## config.mk

```make
export PLATFORM = sky130hd
export DESIGN_NAME = asfl_top
export DESIGN_NICKNAME = d
export VERILOG_FILES = /design/src/include/asfl_pkg.sv /design/src/design/asfl_chan.sv /design/src/design/asfl_top.sv
export SDC_FILE = /design/constraint.sdc
export NUM_CORES = 1
export LEC_CHECK = 0
export BUFFER_PORTS_ARGS = -buffer_cell sky130_fd_sc_hd__buf_2
export CAP_MARGIN = 10
export CORE_ASPECT_RATIO = 1.2
export CORE_UTILIZATION = 42
export DETAILED_ROUTE_END_ITERATION = 10
export PLACE_DENSITY_LB_ADDON = 0.1
export SYNTH_ARGS = -nofsm -noshare
export SYNTH_HDL_FRONTEND = slang
export SYNTH_SLANG_ARGS = --single-unit
```

## constraint.sdc

```tcl
create_clock -name sys_clk -period 4.5 [get_ports sys_clk]
set_clock_uncertainty 0.2 [all_clocks]
set_input_delay 0.675 -clock sys_clk [delete_from_list [all_inputs] [get_ports sys_clk]]
set_output_delay 0.675 -clock sys_clk [all_outputs]
set_load 0.02 [all_outputs]
```

## src/include/asfl_pkg.sv

```systemverilog
// Constants for the converter status-flag block: register addresses, flag bit positions,
// configuration fields, reset values and clamp codes.
// Assumes a 16-bit register port addressed by full 32-bit byte addresses.
package asfl_pkg;

  ////////////////////////////////////////////////////////////////////////////////////////////
  // Register addresses.
  localparam logic [31:0] ASFL_STATUS_ADDR  = 32'hFFFF0500;
  localparam logic [31:0] ASFL_MASK_ADDR    = 32'hFFFF0504;
  localparam logic [31:0] ASFL_MODE_ADDR    = 32'hFFFF0508;
  localparam logic [31:0] ASFL_CFG_ADDR     = 32'hFFFF050C;
  localparam logic [31:0] ASFL_CUR_RES_ADDR = 32'hFFFF0510;
  localparam logic [31:0] ASFL_VLT_RES_ADDR = 32'hFFFF0514;
  localparam logic [31:0] ASFL_TMP_RES_ADDR = 32'hFFFF0518;
  localparam logic [31:0] ASFL_THR_LO_ADDR  = 32'hFFFF051C;
  localparam logic [31:0] ASFL_THR_HI_ADDR  = 32'hFFFF0520;

  ////////////////////////////////////////////////////////////////////////////////////////////
  // Status flag bit positions.
  localparam int ASFL_CAL_BIT   = 15;
  localparam int ASFL_TERR_BIT  = 14;
  localparam int ASFL_VERR_BIT  = 13;
  localparam int ASFL_IERR_BIT  = 12;
  localparam int ASFL_OVF_BIT   = 9;
  localparam int ASFL_EMPTY_BIT = 8;
  localparam int ASFL_FULL_BIT  = 7;
  localparam int ASFL_ACC_BIT   = 6;
  localparam int ASFL_LOW_W     = 5;

  // Configuration register fields.
  localparam int ASFL_CFG_FIFO_EN_BIT = 0;
  localparam int ASFL_CFG_ACC_LO_BIT  = 5;
  localparam int ASFL_CFG_ACC_HI_BIT  = 6;

  // Channel indices.
  localparam int ASFL_CH_CUR = 0;
  localparam int ASFL_CH_VLT = 1;
  localparam int ASFL_CH_TMP = 2;
  localparam int ASFL_NUM_CH = 3;

  ////////////////////////////////////////////////////////////////////////////////////////////
  // Reset values and clamp codes.
  localparam logic [15:0] ASFL_STATUS_RST = 16'h0000;
  localparam logic [7:0]  ASFL_MASK_RST   = 8'h00;
  localparam logic [7:0]  ASFL_MODE_RST   = 8'h00;
  localparam logic [7:0]  ASFL_CFG_RST    = 8'h00;
  localparam logic [15:0] ASFL_THR_RST    = 16'h0000;
  localparam logic [15:0] ASFL_RES_RST    = 16'h0000;
  localparam logic [15:0] ASFL_POS_FS     = 16'h7FFF;
  localparam logic [15:0] ASFL_NEG_FS     = 16'h8000;

endpackage
```

## src/design/asfl_chan.sv

```systemverilog
// One converter channel: stores each result, clamped on a range error, and keeps the
// channel's range-error flag.
// Assumes the converter gives over and under indications beside each result strobe.
`timescale 1ns/1ps

module asfl_chan #(
  parameter int DATA_W = 16
) (
  input  wire logic              sys_clk,
  input  wire logic              rst,
  input  wire logic              res_valid,
  input  wire logic [DATA_W-1:0] res_data,
  input  wire logic              res_over,
  input  wire logic              res_under,
  output logic      [DATA_W-1:0] result,
  output logic                   range_err
);

  typedef struct packed {
    logic [DATA_W-1:0] result_r;
    logic              err_r;
  } asfl_chan_st_t;

  asfl_chan_st_t st_r;
  asfl_chan_st_t st_nxt;

  generate
    if (DATA_W != 16) begin : g_bad_width
      $error("asfl_chan supports only 16-bit results.");
    end
  endgenerate

  ////////////////////////////////////////////////////////////////////////////////////////////
  always_comb begin
    st_nxt = st_r;
    if (res_valid) begin
      if (res_over) begin
        st_nxt.result_r = asfl_pkg::ASFL_POS_FS;
      end else if (res_under) begin
        st_nxt.result_r = asfl_pkg::ASFL_NEG_FS;
      end else begin
        st_nxt.result_r = res_data;
      end
      st_nxt.err_r = res_over | res_under;
    end
  end

  always_ff @(posedge sys_clk) begin
    if (rst) begin
      st_r.result_r <= asfl_pkg::ASFL_RES_RST;
      st_r.err_r    <= 1'b0;
    end else begin
      st_r <= st_nxt;
    end
  end

  assign result    = st_r.result_r;
  assign range_err = st_r.err_r;
endmodule

```

## src/design/asfl_top.sv

```systemverilog
// Converter status-flag logic: status register, interrupt mask, mode and configuration
// registers, per-channel result registers and the flags kept on the result FIFO and the
// current accumulator.
// Assumes the FIFO, converters and accumulator sit outside and report synchronously.
//
// Operation
// - calibration finish sets bit 15.
// - mode register write clears calibration flag.
// - temperature out of range sets bit 14.
// - in-range temperature result clears bit 14.
// - voltage range error sets, in-range clears bit 13.
// - current range error sets, in-range clears bit 12.
// - range errors store clamped full-scale codes.
// - FIFO overflow sets and holds bit 9.
// - overflow no interrupt; cleared by disable, reconfigure.
// - overflow reads zero when FIFO disabled.
// - empty bit shows empty FIFO, no interrupt.
// - empty bit reads zero while FIFO disabled.
// - full FIFO sets bit 7.
// - full flag cleared only by disable, reconfigure.
// - accumulator magnitude above threshold sets bit 6.
// - comparator disable or reconfigure clears bit 6.
// - status read-only, resets zero, writes ignored.
// - bits 8 to 15 never interrupt.
// - interrupt is OR of masked bits 0-7.
// - mask shares low bit positions, resets disabled.
//
// The address-and-strobe port was chosen for this implementation.
`timescale 1ns/1ps

module asfl_top #(
  parameter int DATA_W = 16,
  parameter int ACC_W  = 32
) (
  input  wire logic                              sys_clk,
  input  wire logic                              rst,
  input  wire logic [31:0]                       bus_addr,
  input  wire logic [DATA_W-1:0]                 bus_wdata,
  input  wire logic                              bus_wr,
  input  wire logic                              bus_rd,
  output logic      [DATA_W-1:0]                 bus_rdata,
  input  wire logic                              cal_done,
  input  wire logic                              cur_valid,
  input  wire logic [DATA_W-1:0]                 cur_data,
  input  wire logic                              cur_over,
  input  wire logic                              cur_under,
  input  wire logic                              vlt_valid,
  input  wire logic [DATA_W-1:0]                 vlt_data,
  input  wire logic                              vlt_over,
  input  wire logic                              vlt_under,
  input  wire logic                              tmp_valid,
  input  wire logic [DATA_W-1:0]                 tmp_data,
  input  wire logic                              tmp_over,
  input  wire logic                              tmp_under,
  input  wire logic                              fifo_empty_in,
  input  wire logic                              fifo_full_in,
  input  wire logic                              fifo_push,
  input  wire logic                              acc_valid,
  input  wire logic [ACC_W-1:0]                  acc_value,
  input  wire logic [asfl_pkg::ASFL_LOW_W-1:0]   low_status,
  output logic                                   converter_irq,
  output logic                                   fifo_enable,
  output logic      [1:0]                        acc_cmp_mode,
  output logic      [7:0]                        mode_out,
  output logic                                   reconfig_pulse
);

  typedef struct packed {
    logic [DATA_W-1:0] rdata_r;
    logic              irq_r;
    logic [7:0]        mask_r;
    logic [7:0]        mode_r;
    logic [7:0]        cfg_r;
    logic [15:0]       thr_lo_r;
    logic [15:0]       thr_hi_r;
    logic              cal_r;
    logic              ovf_r;
    logic              empty_r;
    logic              full_r;
    logic              acc_r;
    logic              reconf_r;
  } asfl_top_st_t;

  asfl_top_st_t st_r;
  asfl_top_st_t st_nxt;

  generate
    if (DATA_W != 16 || ACC_W != 32) begin : g_bad_width
      $error("asfl_top supports only 16-bit data and a 32-bit accumulator.");
    end
  endgenerate

  function automatic logic asfl_hit(input logic [31:0] addr, input logic [31:0] target);
    asfl_hit = (addr == target);
  endfunction

  ////////////////////////////////////////////////////////////////////////////////////////////
  // Channels, indexed current, voltage, temperature.
  logic [asfl_pkg::ASFL_NUM_CH-1:0] ch_valid;
  logic [asfl_pkg::ASFL_NUM_CH-1:0] ch_over;
  logic [asfl_pkg::ASFL_NUM_CH-1:0] ch_under;
  logic [asfl_pkg::ASFL_NUM_CH-1:0] ch_err;
  logic [DATA_W-1:0]                ch_data [asfl_pkg::ASFL_NUM_CH];
  logic [DATA_W-1:0]                ch_res  [asfl_pkg::ASFL_NUM_CH];

  assign ch_valid = {tmp_valid, vlt_valid, cur_valid};
  assign ch_over  = {tmp_over, vlt_over, cur_over};
  assign ch_under = {tmp_under, vlt_under, cur_under};
  assign ch_data[asfl_pkg::ASFL_CH_CUR] = cur_data;
  assign ch_data[asfl_pkg::ASFL_CH_VLT] = vlt_data;
  assign ch_data[asfl_pkg::ASFL_CH_TMP] = tmp_data;

  genvar gi;
  generate
    for (gi = 0; gi < asfl_pkg::ASFL_NUM_CH; gi++) begin : g_chan
      asfl_chan #(
        .DATA_W (DATA_W)
      ) u_chan (
        .sys_clk   (sys_clk),
        .rst       (rst),
        .res_valid (ch_valid[gi]),
        .res_data  (ch_data[gi]),
        .res_over  (ch_over[gi]),
        .res_under (ch_under[gi]),
        .result    (ch_res[gi]),
        .range_err (ch_err[gi])
      );
    end
  endgenerate

  ////////////////////////////////////////////////////////////////////////////////////////////
  // Decode and live status word.
  logic              wr_mode;
  logic              reconfig;
  logic              fifo_en;
  logic              cmp_on;
  logic [ACC_W-1:0]  acc_mag;
  logic [ACC_W-1:0]  acc_thr;
  logic [15:0]       status_now;
  logic              irq_src;

  assign wr_mode  = bus_wr && asfl_hit(bus_addr, asfl_pkg::ASFL_MODE_ADDR);
  assign reconfig = wr_mode;
  assign fifo_en  = st_r.cfg_r[asfl_pkg::ASFL_CFG_FIFO_EN_BIT];
  assign cmp_on   = st_r.cfg_r[asfl_pkg::ASFL_CFG_ACC_HI_BIT:asfl_pkg::ASFL_CFG_ACC_LO_BIT]
                    != 2'h0;
  assign acc_mag  = acc_value[ACC_W-1] ? ACC_W'(~acc_value + 1'b1) : acc_value;
  assign acc_thr  = {st_r.thr_hi_r, st_r.thr_lo_r};
  assign irq_src  = |(status_now[7:0] & st_r.mask_r);

  always_comb begin
    status_now                           = asfl_pkg::ASFL_STATUS_RST;
    status_now[asfl_pkg::ASFL_CAL_BIT]   = st_r.cal_r;
    status_now[asfl_pkg::ASFL_TERR_BIT]  = ch_err[asfl_pkg::ASFL_CH_TMP];
    status_now[asfl_pkg::ASFL_VERR_BIT]  = ch_err[asfl_pkg::ASFL_CH_VLT];
    status_now[asfl_pkg::ASFL_IERR_BIT]  = ch_err[asfl_pkg::ASFL_CH_CUR];
    status_now[asfl_pkg::ASFL_OVF_BIT]   = st_r.ovf_r & fifo_en;
    // The empty copy lags the enable by a cycle, so it is gated here as well.
    status_now[asfl_pkg::ASFL_EMPTY_BIT] = st_r.empty_r & fifo_en;
    status_now[asfl_pkg::ASFL_FULL_BIT]  = st_r.full_r;
    status_now[asfl_pkg::ASFL_ACC_BIT]   = st_r.acc_r;
    status_now[asfl_pkg::ASFL_LOW_W-1:0] = low_status;
  end

  ////////////////////////////////////////////////////////////////////////////////////////////
  // Next state.
  always_comb begin
    st_nxt          = st_r;
    st_nxt.reconf_r = reconfig;
    // Every set term stays outside the reconfigure clear, so an event in a reconfigure cycle survives.
    st_nxt.cal_r = cal_done | (st_r.cal_r & ~wr_mode);
    st_nxt.ovf_r = (fifo_en & fifo_push & fifo_full_in)
                 | (st_r.ovf_r & fifo_en & ~reconfig);
    st_nxt.full_r = (fifo_en & fifo_full_in)
                  | (st_r.full_r & fifo_en & ~reconfig);
    st_nxt.empty_r = fifo_en & fifo_empty_in;
    st_nxt.acc_r = (cmp_on & acc_valid & (acc_mag > acc_thr))
                 | (st_r.acc_r & cmp_on & ~reconfig);
    // Bits 8 and up are outside the masked byte, so they can never request.
    st_nxt.irq_r = irq_src;

    // Writes; the status address has no write path at all.
    if (bus_wr) begin
      if (asfl_hit(bus_addr, asfl_pkg::ASFL_MASK_ADDR)) begin
        st_nxt.mask_r = bus_wdata[7:0];
      end
      if (wr_mode) begin
        st_nxt.mode_r = bus_wdata[7:0];
      end
      if (asfl_hit(bus_addr, asfl_pkg::ASFL_CFG_ADDR)) begin
        st_nxt.cfg_r = bus_wdata[7:0];
      end
      if (asfl_hit(bus_addr, asfl_pkg::ASFL_THR_LO_ADDR)) begin
        st_nxt.thr_lo_r = bus_wdata;
      end
      if (asfl_hit(bus_addr, asfl_pkg::ASFL_THR_HI_ADDR)) begin
        st_nxt.thr_hi_r = bus_wdata;
      end
    end

    // Read data stands only in the cycle after the strobe; unmapped reads give zero.
    st_nxt.rdata_r = '0;
    if (bus_rd) begin
      case (bus_addr)
        asfl_pkg::ASFL_STATUS_ADDR:  st_nxt.rdata_r = status_now;
        asfl_pkg::ASFL_MASK_ADDR:    st_nxt.rdata_r = {8'h00, st_r.mask_r};
        asfl_pkg::ASFL_MODE_ADDR:    st_nxt.rdata_r = {8'h00, st_r.mode_r};
        asfl_pkg::ASFL_CFG_ADDR:     st_nxt.rdata_r = {8'h00, st_r.cfg_r};
        asfl_pkg::ASFL_CUR_RES_ADDR: st_nxt.rdata_r = ch_res[asfl_pkg::ASFL_CH_CUR];
        asfl_pkg::ASFL_VLT_RES_ADDR: st_nxt.rdata_r = ch_res[asfl_pkg::ASFL_CH_VLT];
        asfl_pkg::ASFL_TMP_RES_ADDR: st_nxt.rdata_r = ch_res[asfl_pkg::ASFL_CH_TMP];
        asfl_pkg::ASFL_THR_LO_ADDR:  st_nxt.rdata_r = st_r.thr_lo_r;
        asfl_pkg::ASFL_THR_HI_ADDR:  st_nxt.rdata_r = st_r.thr_hi_r;
        default:                     st_nxt.rdata_r = '0;
      endcase
    end
  end

  always_ff @(posedge sys_clk) begin
    if (rst) begin
      st_r.rdata_r  <= '0;
      st_r.irq_r    <= 1'b0;
      st_r.mask_r   <= asfl_pkg::ASFL_MASK_RST;
      st_r.mode_r   <= asfl_pkg::ASFL_MODE_RST;
      st_r.cfg_r    <= asfl_pkg::ASFL_CFG_RST;
      st_r.thr_lo_r <= asfl_pkg::ASFL_THR_RST;
      st_r.thr_hi_r <= asfl_pkg::ASFL_THR_RST;
      st_r.cal_r    <= 1'b0;
      st_r.ovf_r    <= 1'b0;
      st_r.empty_r  <= 1'b0;
      st_r.full_r   <= 1'b0;
      st_r.acc_r    <= 1'b0;
      st_r.reconf_r <= 1'b0;
    end else begin
      st_r <= st_nxt;
    end
  end

  assign bus_rdata      = st_r.rdata_r;
  assign converter_irq  = st_r.irq_r;
  assign fifo_enable    = st_r.cfg_r[asfl_pkg::ASFL_CFG_FIFO_EN_BIT];
  assign acc_cmp_mode   = st_r.cfg_r[asfl_pkg::ASFL_CFG_ACC_HI_BIT:asfl_pkg::ASFL_CFG_ACC_LO_BIT];
  assign mode_out       = st_r.mode_r;
  assign reconfig_pulse = st_r.reconf_r;
endmodule

```

==> results_dict.tcl, run 1 <==
set metrics [dict create \
    result_of_the_run "finished, final reports clean" \
    hold_buffers 0 \
    num_antenna_cells 0 \
    synth_cell_type_count 49 \
    hpwl_um 15500 \
    placement.cell_area_um2 7850 \
    gpl.final_weighted_congestion 0.895 \
    synth-async-reset-ratio 0 \
    synthesis.instances 844 \
    r2r_slack_ns 2.28 \
    die-area_um2 17100 \
    end_kind "flip-flop" \
    yosys-top-cells-area "dfxtp_1, ha_1, a21oi_1" \
    drc 0 \
    grt_pass1_wl_um 33600 \
    worstSetupPathType "input pin to flip-flop" \
    worst_ir_drop_vdd_mv 0.196 \
    critical_path.max_fanout 4 \
    cts_sinks 130 \
    critPathArrivalTime_ns 4.17 \
    io_pins 180 \
    clk_pin_slew_worst_paths_ns 0.05 \
    dieWidth_um 120 \
    vertical_die_dimension_um 143 \
    worst_setup_start_kind "input pin" \
    core_region_area_um2 16200 \
    htreeDepth 4 \
    tritoncts "yes" \
    maximum_number_of_pins_on_one_net_before_global_route_repair 60 \
    layout.cells.non_filler 1204 \
    drv_cap 0 \
    worst_reg_to_reg_cells 8 \
    max-clock-path-buffers 2 \
    synth_top_cell_area_share 0.373 \
    worstMarginPinSlew_ns 0.996 \
    layout.cell_area.non_filler_um2 8450 \
    final_max_slew_viol_count 0 \
    postSynthNetCount 1028 \
    synth-seq-area-share 0.373 \
    cts.repair.resized 0 \
    timing.rr.start "acc_thr[25]$_SDFFE_PP0P_" \
    buffer_ports.inserted 179 \
    fp-row-count 51 \
    min_to "st_r[45]$_SDFFE_PP0P_" \
    synth-edff-count 0 \
    setup_repair_after_global_routing_missed_its_margin "no" \
    tns_ns 0 \
    cts_post_setup_buffers_inserted 0 \
    detail_routed_net_length_per_standard_cell_um 17.6 \
    finalCoreUtilization 0.522 \
    vias_per_cell 5.47 \
    cts_made_buffers 17 \
    worst_hold_startpoint "st_r[45]$_SDFFE_PP0P_" \
    cts-root-buf "clkbuf_16" \
    yosys_warnings 0 \
    post-route-min-period_ns 4.09 \
    worstHoldPathCells 2 \
    clkLatencyLatePin_ns 0.41 \
    areaGrowthSynthToFinish_pct 21.2 \
    post-place-cells 1173 \
    r2r-end "st_r[1]$_SDFF_PP0_" \
    post-synth-top-area-cell "dfxtp_1" \
    average_instance_area_after_synthesis_um2 8.26 \
    synth.cell_area_um2 6970 \
    drt-initial-drc-count 338 \
    p_per_area_nw_per_um2 346 \
    num-nets-final 1164 \
    tightest_hold_check_type "flip-flop to flip-flop" \
    holdWs_ns 0.254 \
    globalRouteOverflowTotal 0 \
    detailedRoute.firstPassIterationCount 6 \
    critical_path_required_ns 4.59 \
    yosys_register_bits 130 \
    wirelength_um 21200 \
    rel_slew_slack 0.336 \
    total_leakage_power_nw 3.29 \
    clock.fmax_mhz 245 \
    dr_total_vias 6590 \
    netlist_top_cells_count "dfxtp_1, nor2_1, nand2_1" \
    timing.final.hold_violations 0 \
    synth_most_common_cell "dfxtp_1" \
    floorplan.initialDensity 0.430 \
    first_global_vias 6194 \
    setup_viol_count_final 0 \
    grt_use_total 0.252 \
    detail-route-antenna-nets 0 \
    final.period_utilization 0.908 \
    final_layout_size_suffix_gt1_frac 0.241 \
    grt_antenna_before_repair 0 \
    yosys_most_used_dff "dfxtp_1" \
]
how the worst max path moves through the flow:
stage	slack, ns	depth (start not counted)	end	startpoint
after floorplan	0.47	13	st_r[1]$_SDFF_PP0_	acc_value[13]
after global placement	0.09	14	st_r[1]$_SDFF_PP0_	acc_value[13]
after detailed placement	0.02	14	st_r[1]$_SDFF_PP0_	acc_value[13]
after CTS	0.43	14	st_r[1]$_SDFF_PP0_	acc_value[13]
after global routing	0.24	14	st_r[1]$_SDFF_PP0_	acc_value[1]
final	0.41	14	st_r[1]$_SDFF_PP0_	acc_value[13]
flip-flops by register name, indices dropped and copies added, names as in the netlist, 2 cells and up:
name                     flops
acc_cmp_mode                 2
g_chan.u_chan.range_err      3
st_r                        18
acc_thr                     32
mode_out                     8
bus_rdata                   16
g_chan.u_chan.result        48
worst max-delay path, cell delays in order:
cell and delay (ns):
buf_2 0.12, or3_1 0.40, or3_1 0.37, or4_1 0.44, nand2b_1 0.24, o31ai_1 0.32, xnor2_1 0.17, ha_1 0.27
and2_0 0.17, a221o_1 0.29, a221oi_1 0.36, o21ai_0 0.15, a21oi_1 0.13, o21ai_0 0.08
stage by stage:
stage	total power, W	setup slack [ns]
after global routing	0.00304	0.235
final	0.00293	0.413
after floorplan	0.00141	0.474
after detailed placement	0.00155	0.0161
after CTS	0.00294	0.425
after global placement	0.00155	0.0859
cell families (layout without fill, tap and decap cells):
logic type                 count (synthesis)  in the layout  share of synthesized area
and+or+nand+nor                          304            304                      0.225
AOI/OAI and AO/OA                        222            222                      0.210
DFF                                      130            130                      0.373
buffers and inverters                    114            262                     0.0782
adders and majority gates                 33             33                     0.0592
xor gates and xnor gates                  29             29                     0.0364
muxes                                     12             12                     0.0172
cells in the final DEF, fill, tap and decap left out, types with 8 or more instances in the layout:
cell and n:
nand2_1 67, inv_1 36, a22o_1 8, nand3_1 54
a22oi_1 28, o31ai_1 8, nor2b_1 46, nor2_1 79
a31oi_1 15, xnor2_1 27, o22ai_1 45, dfxtp_1 130
buf_2 178, clkbuf_16 17, nand4_1 8, a221oi_1 10
o21ai_0 16, buf_4 17, ha_1 33, a222oi_1 12
a21oi_1 62, mux2i_1 12
metal layers:
layer	up-vias	track usage	wire length [µm]
met5	-	0	0
met2	191	0.414	10100
li1	3302	-	-
met4	0	0.0711	303
met1	3072	0.341	9760
met3	25	0.0407	1000
area by class of cell:
type / count / area [µm²]
Fill cell: 1638 / 7750
Multi-Input combinational cell: 600 / 3830
Sequential cell: 130 / 2600
Timing Repair Buffer: 195 / 1020
Clock buffer: 19 / 443
Tap cell: 212 / 265
Clock inverter: 12 / 159
Inverter: 36 / 135
power breakdown:
part	internal [W]	switching (W)
Sequential	0.00119	0.0000201
Combinational	0.000146	0.000175
Clock	0.000884	0.000514
Total	0.00222	0.000709
Power figures use the tool's default switching activity.
==> inputs of run 2 (changes only) <==
--- a/config.mk
+++ b/config.mk
@@ -10,7 +10,7 @@
 export CORE_ASPECT_RATIO = 1.2
 export CORE_UTILIZATION = 42
 export DETAILED_ROUTE_END_ITERATION = 10
-export PLACE_DENSITY_LB_ADDON = 0.1
+export PLACE_DENSITY = 0.71
 export SYNTH_ARGS = -nofsm -noshare
 export SYNTH_HDL_FRONTEND = slang
 export SYNTH_SLANG_ARGS = --single-unit
==> run 2 against run 1 <==
  * Global-route usage down 1.0 points
  * Maximum frequency down 1.0%
  * Worst hold slack better by 0.0033 ns
  * Clock-buffer cell count up 1
  * Final cell count down 0.33%
  * Design area about the same
  * Clock power up 6%
  * Routed wire length down 2.2%
  * Critical endpoint unchanged
  * Sequential power about the same
  * Critical path depth unchanged
==> results_dict.tcl, run 2 (synthesis results as in run 1) <==
set metrics [dict create \
    result_of_the_run "finished, final reports clean" \
    cpMaxStageDelayCell "or4_1" \
    gpl.final_weighted_congestion 0.831 \
    wirelength_um 20700 \
    clk_pin_slew_worst_paths_ns 0.06 \
    layout.cells.most_common_list "buf_2, dfxtp_1, nor2_1" \
    fin_ws_ns 0.371 \
    buffer_ports.inserted 179 \
    timing.critical_path.mode_cell "o21ai_0" \
    cts_made_buffers 17 \
    grt_use_total 0.242 \
    timing.final.hold_violations 0 \
    grt_pass1_wl_um 32500 \
    worst_reg_to_reg_cells 8 \
    drt-initial-drc-count 407 \
    p_per_area_nw_per_um2 355 \
    final_layout_size_suffix_gt1_frac 0.238 \
    place_ws_ns -0.0579 \
    timing.rr.start "acc_thr[27]$_SDFFE_PP0P_" \
    setup_viol_count_final 0 \
    r2r-end "st_r[1]$_SDFF_PP0_" \
    placement.cell_area_um2 7810 \
    io_pins 180 \
    dr_total_vias 6816 \
    floorplan.initialDensity 0.430 \
    tightest_hold_check_type "flip-flop to flip-flop" \
    total_leakage_power_nw 3.31 \
    fp-row-count 51 \
    rel_slew_slack 0.344 \
    final_max_slew_viol_count 0 \
    min_to "st_r[41]$_SDFFE_PP0P_" \
    end_kind "flip-flop" \
    critPathArrivalTime_ns 4.23 \
    cts_post_setup_buffers_inserted 0 \
    mostFrequentLayoutCell "buf_2" \
    tritoncts "yes" \
    cts_sinks 130 \
    worst_hold_startpoint "st_r[41]$_SDFFE_PP0P_" \
    setup_repair_after_global_routing_missed_its_margin "no" \
    largest_register_ffs 48 \
    first_global_vias 6274 \
    seqCellArea_um2 2600 \
    drc 0 \
    worstHoldPathCells 2 \
    critical_path.max_fanout 5 \
    num-nets-final 1159 \
    core_region_area_um2 16200 \
    holdWs_ns 0.257 \
    clkLatencyLatePin_ns 0.42 \
    die-area_um2 17100 \
    dieWidth_um 120 \
    r2r_slack_ns 2.29 \
    worst_setup_start_kind "input pin" \
    maximum_number_of_pins_on_one_net_before_global_route_repair 70 \
    hpwl_um 15300 \
    htreeDepth 4 \
    detailedRoute.firstPassIterationCount 6 \
    globalRouteOverflowTotal 0 \
    drv_cap 0 \
    multi_input_comb_area_um2 3830 \
    detail-route-antenna-nets 0 \
    post-route-min-period_ns 4.13 \
    vertical_die_dimension_um 143 \
    layout.cell_area.non_filler_um2 8450 \
    worstSetupPathType "input pin to flip-flop" \
    clock.fmax_mhz 242 \
    areaGrowthSynthToFinish_pct 21.2 \
    max-clock-path-buffers 2 \
    vias_per_cell 5.68 \
    totalPowerFinal_w 0.00300 \
    grt_antenna_before_repair 0 \
    hold_buffers 0 \
    detail_routed_net_length_per_standard_cell_um 17.3 \
    critical_path_required_ns 4.60 \
    max_stage_delay_ns 0.56 \
    cts-root-buf "clkbuf_16" \
    worstMarginPinSlew_ns 0.984 \
    final.period_utilization 0.917 \
    cts.repair.resized 0 \
    num_antenna_cells 0 \
    worstPathCellList "buf_2, nor4_1, nand3_1, or4_1, nand2b_1, o31ai_1, xnor2_1, ha_1, and2_0, a221o_1, a221oi_1, o21ai_0, a21oi_1, o21ai_0" \
    num-fill-cells 1583 \
    worst_ir_drop_vdd_mv 0.235 \
]
==> run 2: cell count changes in the layout (fill, tap and decap cells not counted), sizes merged <==
cell and change:
clkinvlp -5, clkinv +3, inv +1, clkbuf +1, buf -5, bufinv +1
==> run 2: stage by stage <==
step	utilization	setup TNS (ns)	instances
6_report	0.521	0	1200
5_1_grt	0.521	0	1200
4_1_cts	0.521	0	1200
3_5_place_dp	0.482	-0.0579	1168
3_3_place_gp	0.482	0	1168
2_1_floorplan	-	0	844
==> run 2: cell type report <==
type                       count  share of cell area
sequential                   130               0.308
inverter                      36              0.0160
clock inverter                12              0.0212
clock buffer                  20              0.0541
tap                          212              0.0314
multi-input combinational    600               0.453
timing repair buffer         190               0.116
==> run 2: worst max path at each step <==
stage | from | endpoint
after floorplan | acc_value[13] | st_r[1]$_SDFF_PP0_
after global placement | acc_value[13] | st_r[1]$_SDFF_PP0_
after detailed placement | acc_value[1] | st_r[1]$_SDFF_PP0_
after CTS | acc_value[1] | st_r[1]$_SDFF_PP0_
after global routing | acc_value[1] | st_r[1]$_SDFF_PP0_
final | acc_value[1] | st_r[1]$_SDFF_PP0_
==> run 2: worst max-delay path, delay by kind of cell <==
kind | cells | cell delay (ns)
AND/OR/NAND/NOR | 5 | 1.68
AO/OA/AOI/OAI | 6 | 1.29
adder cells (fa/ha/maj) | 1 | 0.28
XOR/XNOR | 1 | 0.18
buffers and inverters | 1 | 0.12
==> run 2: power breakdown <==
group / total, W / internal [W] / switching, W / leakage (nW)
Sequential: 0.00121 / 0.00119 / 0.0000206 / 1.06
Combinational: 0.000321 / 0.000146 / 0.000175 / 1.93
Clock: 0.00148 / 0.000959 / 0.000517 / 0.315
Total: 0.00300 / 0.00229 / 0.000712 / 3.31
==> run 2: metal layers <==
layer  up-vias  wire length (µm)  GRT usage
met5         -                 0          0
met4         0               532     0.0928
met3        42              1460     0.0495
met2       297              9840      0.400
met1      3187              8910      0.310
li1       3290                 -          -
==> inputs of run 3 (changes only) <==
--- a/config.mk
+++ b/config.mk
@@ -11,6 +11,7 @@
 export CORE_UTILIZATION = 42
 export DETAILED_ROUTE_END_ITERATION = 10
 export PLACE_DENSITY = 0.71
+export REMOVE_ABC_BUFFERS = 1
 export SYNTH_ARGS = -nofsm -noshare
 export SYNTH_HDL_FRONTEND = slang
 export SYNTH_SLANG_ARGS = --single-unit
==> run 3 against run 2 <==
  * Clock-buffer cell count stayed put
  * Non-clock buffer count grew 6
  * Combinational power barely moved
  * Sequential power barely moved
  * Setup slack better by 0.037 ns
  * Sequential share of layout area decreased by 0.13 points
  * Register-to-register slack hardly changed
  * Final cell count grew 0.50%
  * Core utilization grew 0.22 points
  * Largest cell class unchanged
==> results_dict.tcl, run 3 (synthesis results as in run 1) <==
set metrics [dict create \
    result_of_the_run "finished, final reports clean" \
    tritoncts "yes" \
    critPathArrivalTime_ns 4.18 \
    placement.cell_area_um2 7860 \
    cts_sinks 130 \
    layout.cell_area.non_filler_um2 8480 \
    io_pins 180 \
    seqCellArea_um2 2600 \
    cts-root-buf "clkbuf_16" \
    worst-path-buf-inv 1 \
    buffer_ports.inserted 179 \
    worstMarginPinSlew_ns 0.900 \
    tns_ns 0 \
    detailedRoute.firstPassIterationCount 6 \
    dieWidth_um 120 \
    max_stage_delay_ns 0.44 \
    end_kind "flip-flop" \
    final.period_utilization 0.909 \
    layout.cells.most_common_list "buf_2, dfxtp_1, nor2_1" \
    vertical_die_dimension_um 143 \
    floorplan.initialDensity 0.430 \
    p_per_area_nw_per_um2 351 \
    areaGrowthSynthToFinish_pct 21.7 \
    num-fill-cells 1603 \
    timing.final.hold_violations 0 \
    cts.repair.resized 0 \
    critical_path.top_delay_family "simple AND/OR/NAND/NOR gates" \
    detail_routed_net_length_per_standard_cell_um 17.3 \
    clock.fmax_mhz 244 \
    num_antenna_cells 0 \
    critical_path.startpoint "acc_value[13]" \
    grt_pass1_wl_um 32700 \
    die-area_um2 17100 \
    htreeDepth 4 \
    total_leakage_power_nw 3.33 \
    cts_post_setup_buffers_inserted 0 \
    drc 0 \
    clk_pin_slew_worst_paths_ns 0.06 \
    max-clock-path-buffers 2 \
    gpl.final_weighted_congestion 0.913 \
    vias_per_cell 5.65 \
    wirelength_um 20900 \
    worstHoldPathCells 2 \
    worst_ir_drop_vdd_mv 0.190 \
    final_max_slew_viol_count 0 \
    worst_setup_start_kind "input pin" \
    rel_slew_slack 0.400 \
    worst_reg_to_reg_cells 8 \
    critical_path_required_ns 4.59 \
    multi_input_comb_area_um2 3830 \
    setup_viol_count_final 0 \
    grt_use_total 0.244 \
    cts_made_buffers 17 \
    worstPathCellList "buf_2, or3_1, or3_1, or4_1, nand2b_1, o31ai_1, xnor2_1, ha_1, and2_0, a221o_1, a221oi_1, o21ai_0, a21oi_1, o21ai_0" \
    hpwl_um 15300 \
    dr_total_vias 6817 \
    detail-route-antenna-nets 0 \
    worstSetupPathType "input pin to flip-flop" \
    critical_path.max_fanout 5 \
    setup_repair_after_global_routing_missed_its_margin "no" \
    timing.rr.start "acc_thr[25]$_SDFFE_PP0P_" \
    drt-initial-drc-count 515 \
    tightest_hold_check_type "flip-flop to flip-flop" \
    fp-row-count 51 \
    worst_hold_startpoint "st_r[41]$_SDFFE_PP0P_" \
    mostFrequentLayoutCell "buf_2" \
    post-route-min-period_ns 4.09 \
    cpMaxStageDelayCell "or4_1" \
    grt_antenna_before_repair 0 \
    critical_path_depth 14 \
    largest_register_ffs 48 \
    core_region_area_um2 16200 \
    num-nets-final 1165 \
    first_global_vias 6343 \
    hold_buffers 0 \
    maximum_number_of_pins_on_one_net_before_global_route_repair 77 \
    clkLatencyLatePin_ns 0.41 \
    drv_cap 0 \
    globalRouteOverflowTotal 0 \
    final_layout_size_suffix_gt1_frac 0.241 \
]
run 3: cell types whose count changed in the layout (fill, tap and decap cells not counted), sizes merged:
cell | before | now
buf | 190 | 196
run 3: cell type report:
| cell class | count | area share |
|---|---|---|
| inverter | 36 | 0.0159 |
| clock buffer | 20 | 0.0526 |
| timing repair buffer | 196 | 0.121 |
| multi-input combinational | 600 | 0.451 |
| sequential | 130 | 0.307 |
| tap | 212 | 0.0313 |
| clock inverter | 12 | 0.0211 |
run 3: path summary, 6_finish.rpt:
path	to	slack (ns)
max	st_r[1]$_SDFF_PP0_	0.41
min	st_r[41]$_SDFFE_PP0P_	0.25
max reg2reg	st_r[1]$_SDFF_PP0_	2.29
min reg2reg	st_r[41]$_SDFFE_PP0P_	0.25
run 3: routing by layer:
layer / GRT usage / vias up / share of wire / wire, µm
met5: 0 / - / 0 / 0
li1: - / 3315 / - / -
met3: 0.0523 / 38 / 0.071 / 1490
met1: 0.313 / 3166 / 0.42 / 8880
met2: 0.403 / 298 / 0.48 / 10000
met4: 0.0888 / 0 / 0.023 / 475
run 3: where the power goes:
| group | leakage (nW) | internal (W) | switching (W) |
|---|---|---|---|
| clock | 0.309 | 0.000945 | 0.000508 |
| sequential | 1.06 | 0.00119 | 0.0000204 |
| combinational | 1.96 | 0.000146 | 0.000175 |
run 3: metrics by stage:
stage	power [W]	utilization	hold WS, ns	worst slack [ns]	instances
finish	0.00298	0.523	0.253	0.408	1206
global route	0.00310	0.523	0.279	0.138	1206
CTS	0.00300	0.523	0.252	0.464	1206
detailed placement	0.00155	0.485	0.244	0.0353	1174
global placement	0.00154	0.485	0.238	0.122	1174
floorplan	0.00138	-	0.225	0.472	766
run 3: tightest hold or removal path, cell delays in order (launching register included):
cell     delay [ns]
dfxtp_1        0.31
nand2_1        0.05
a21oi_1        0.05
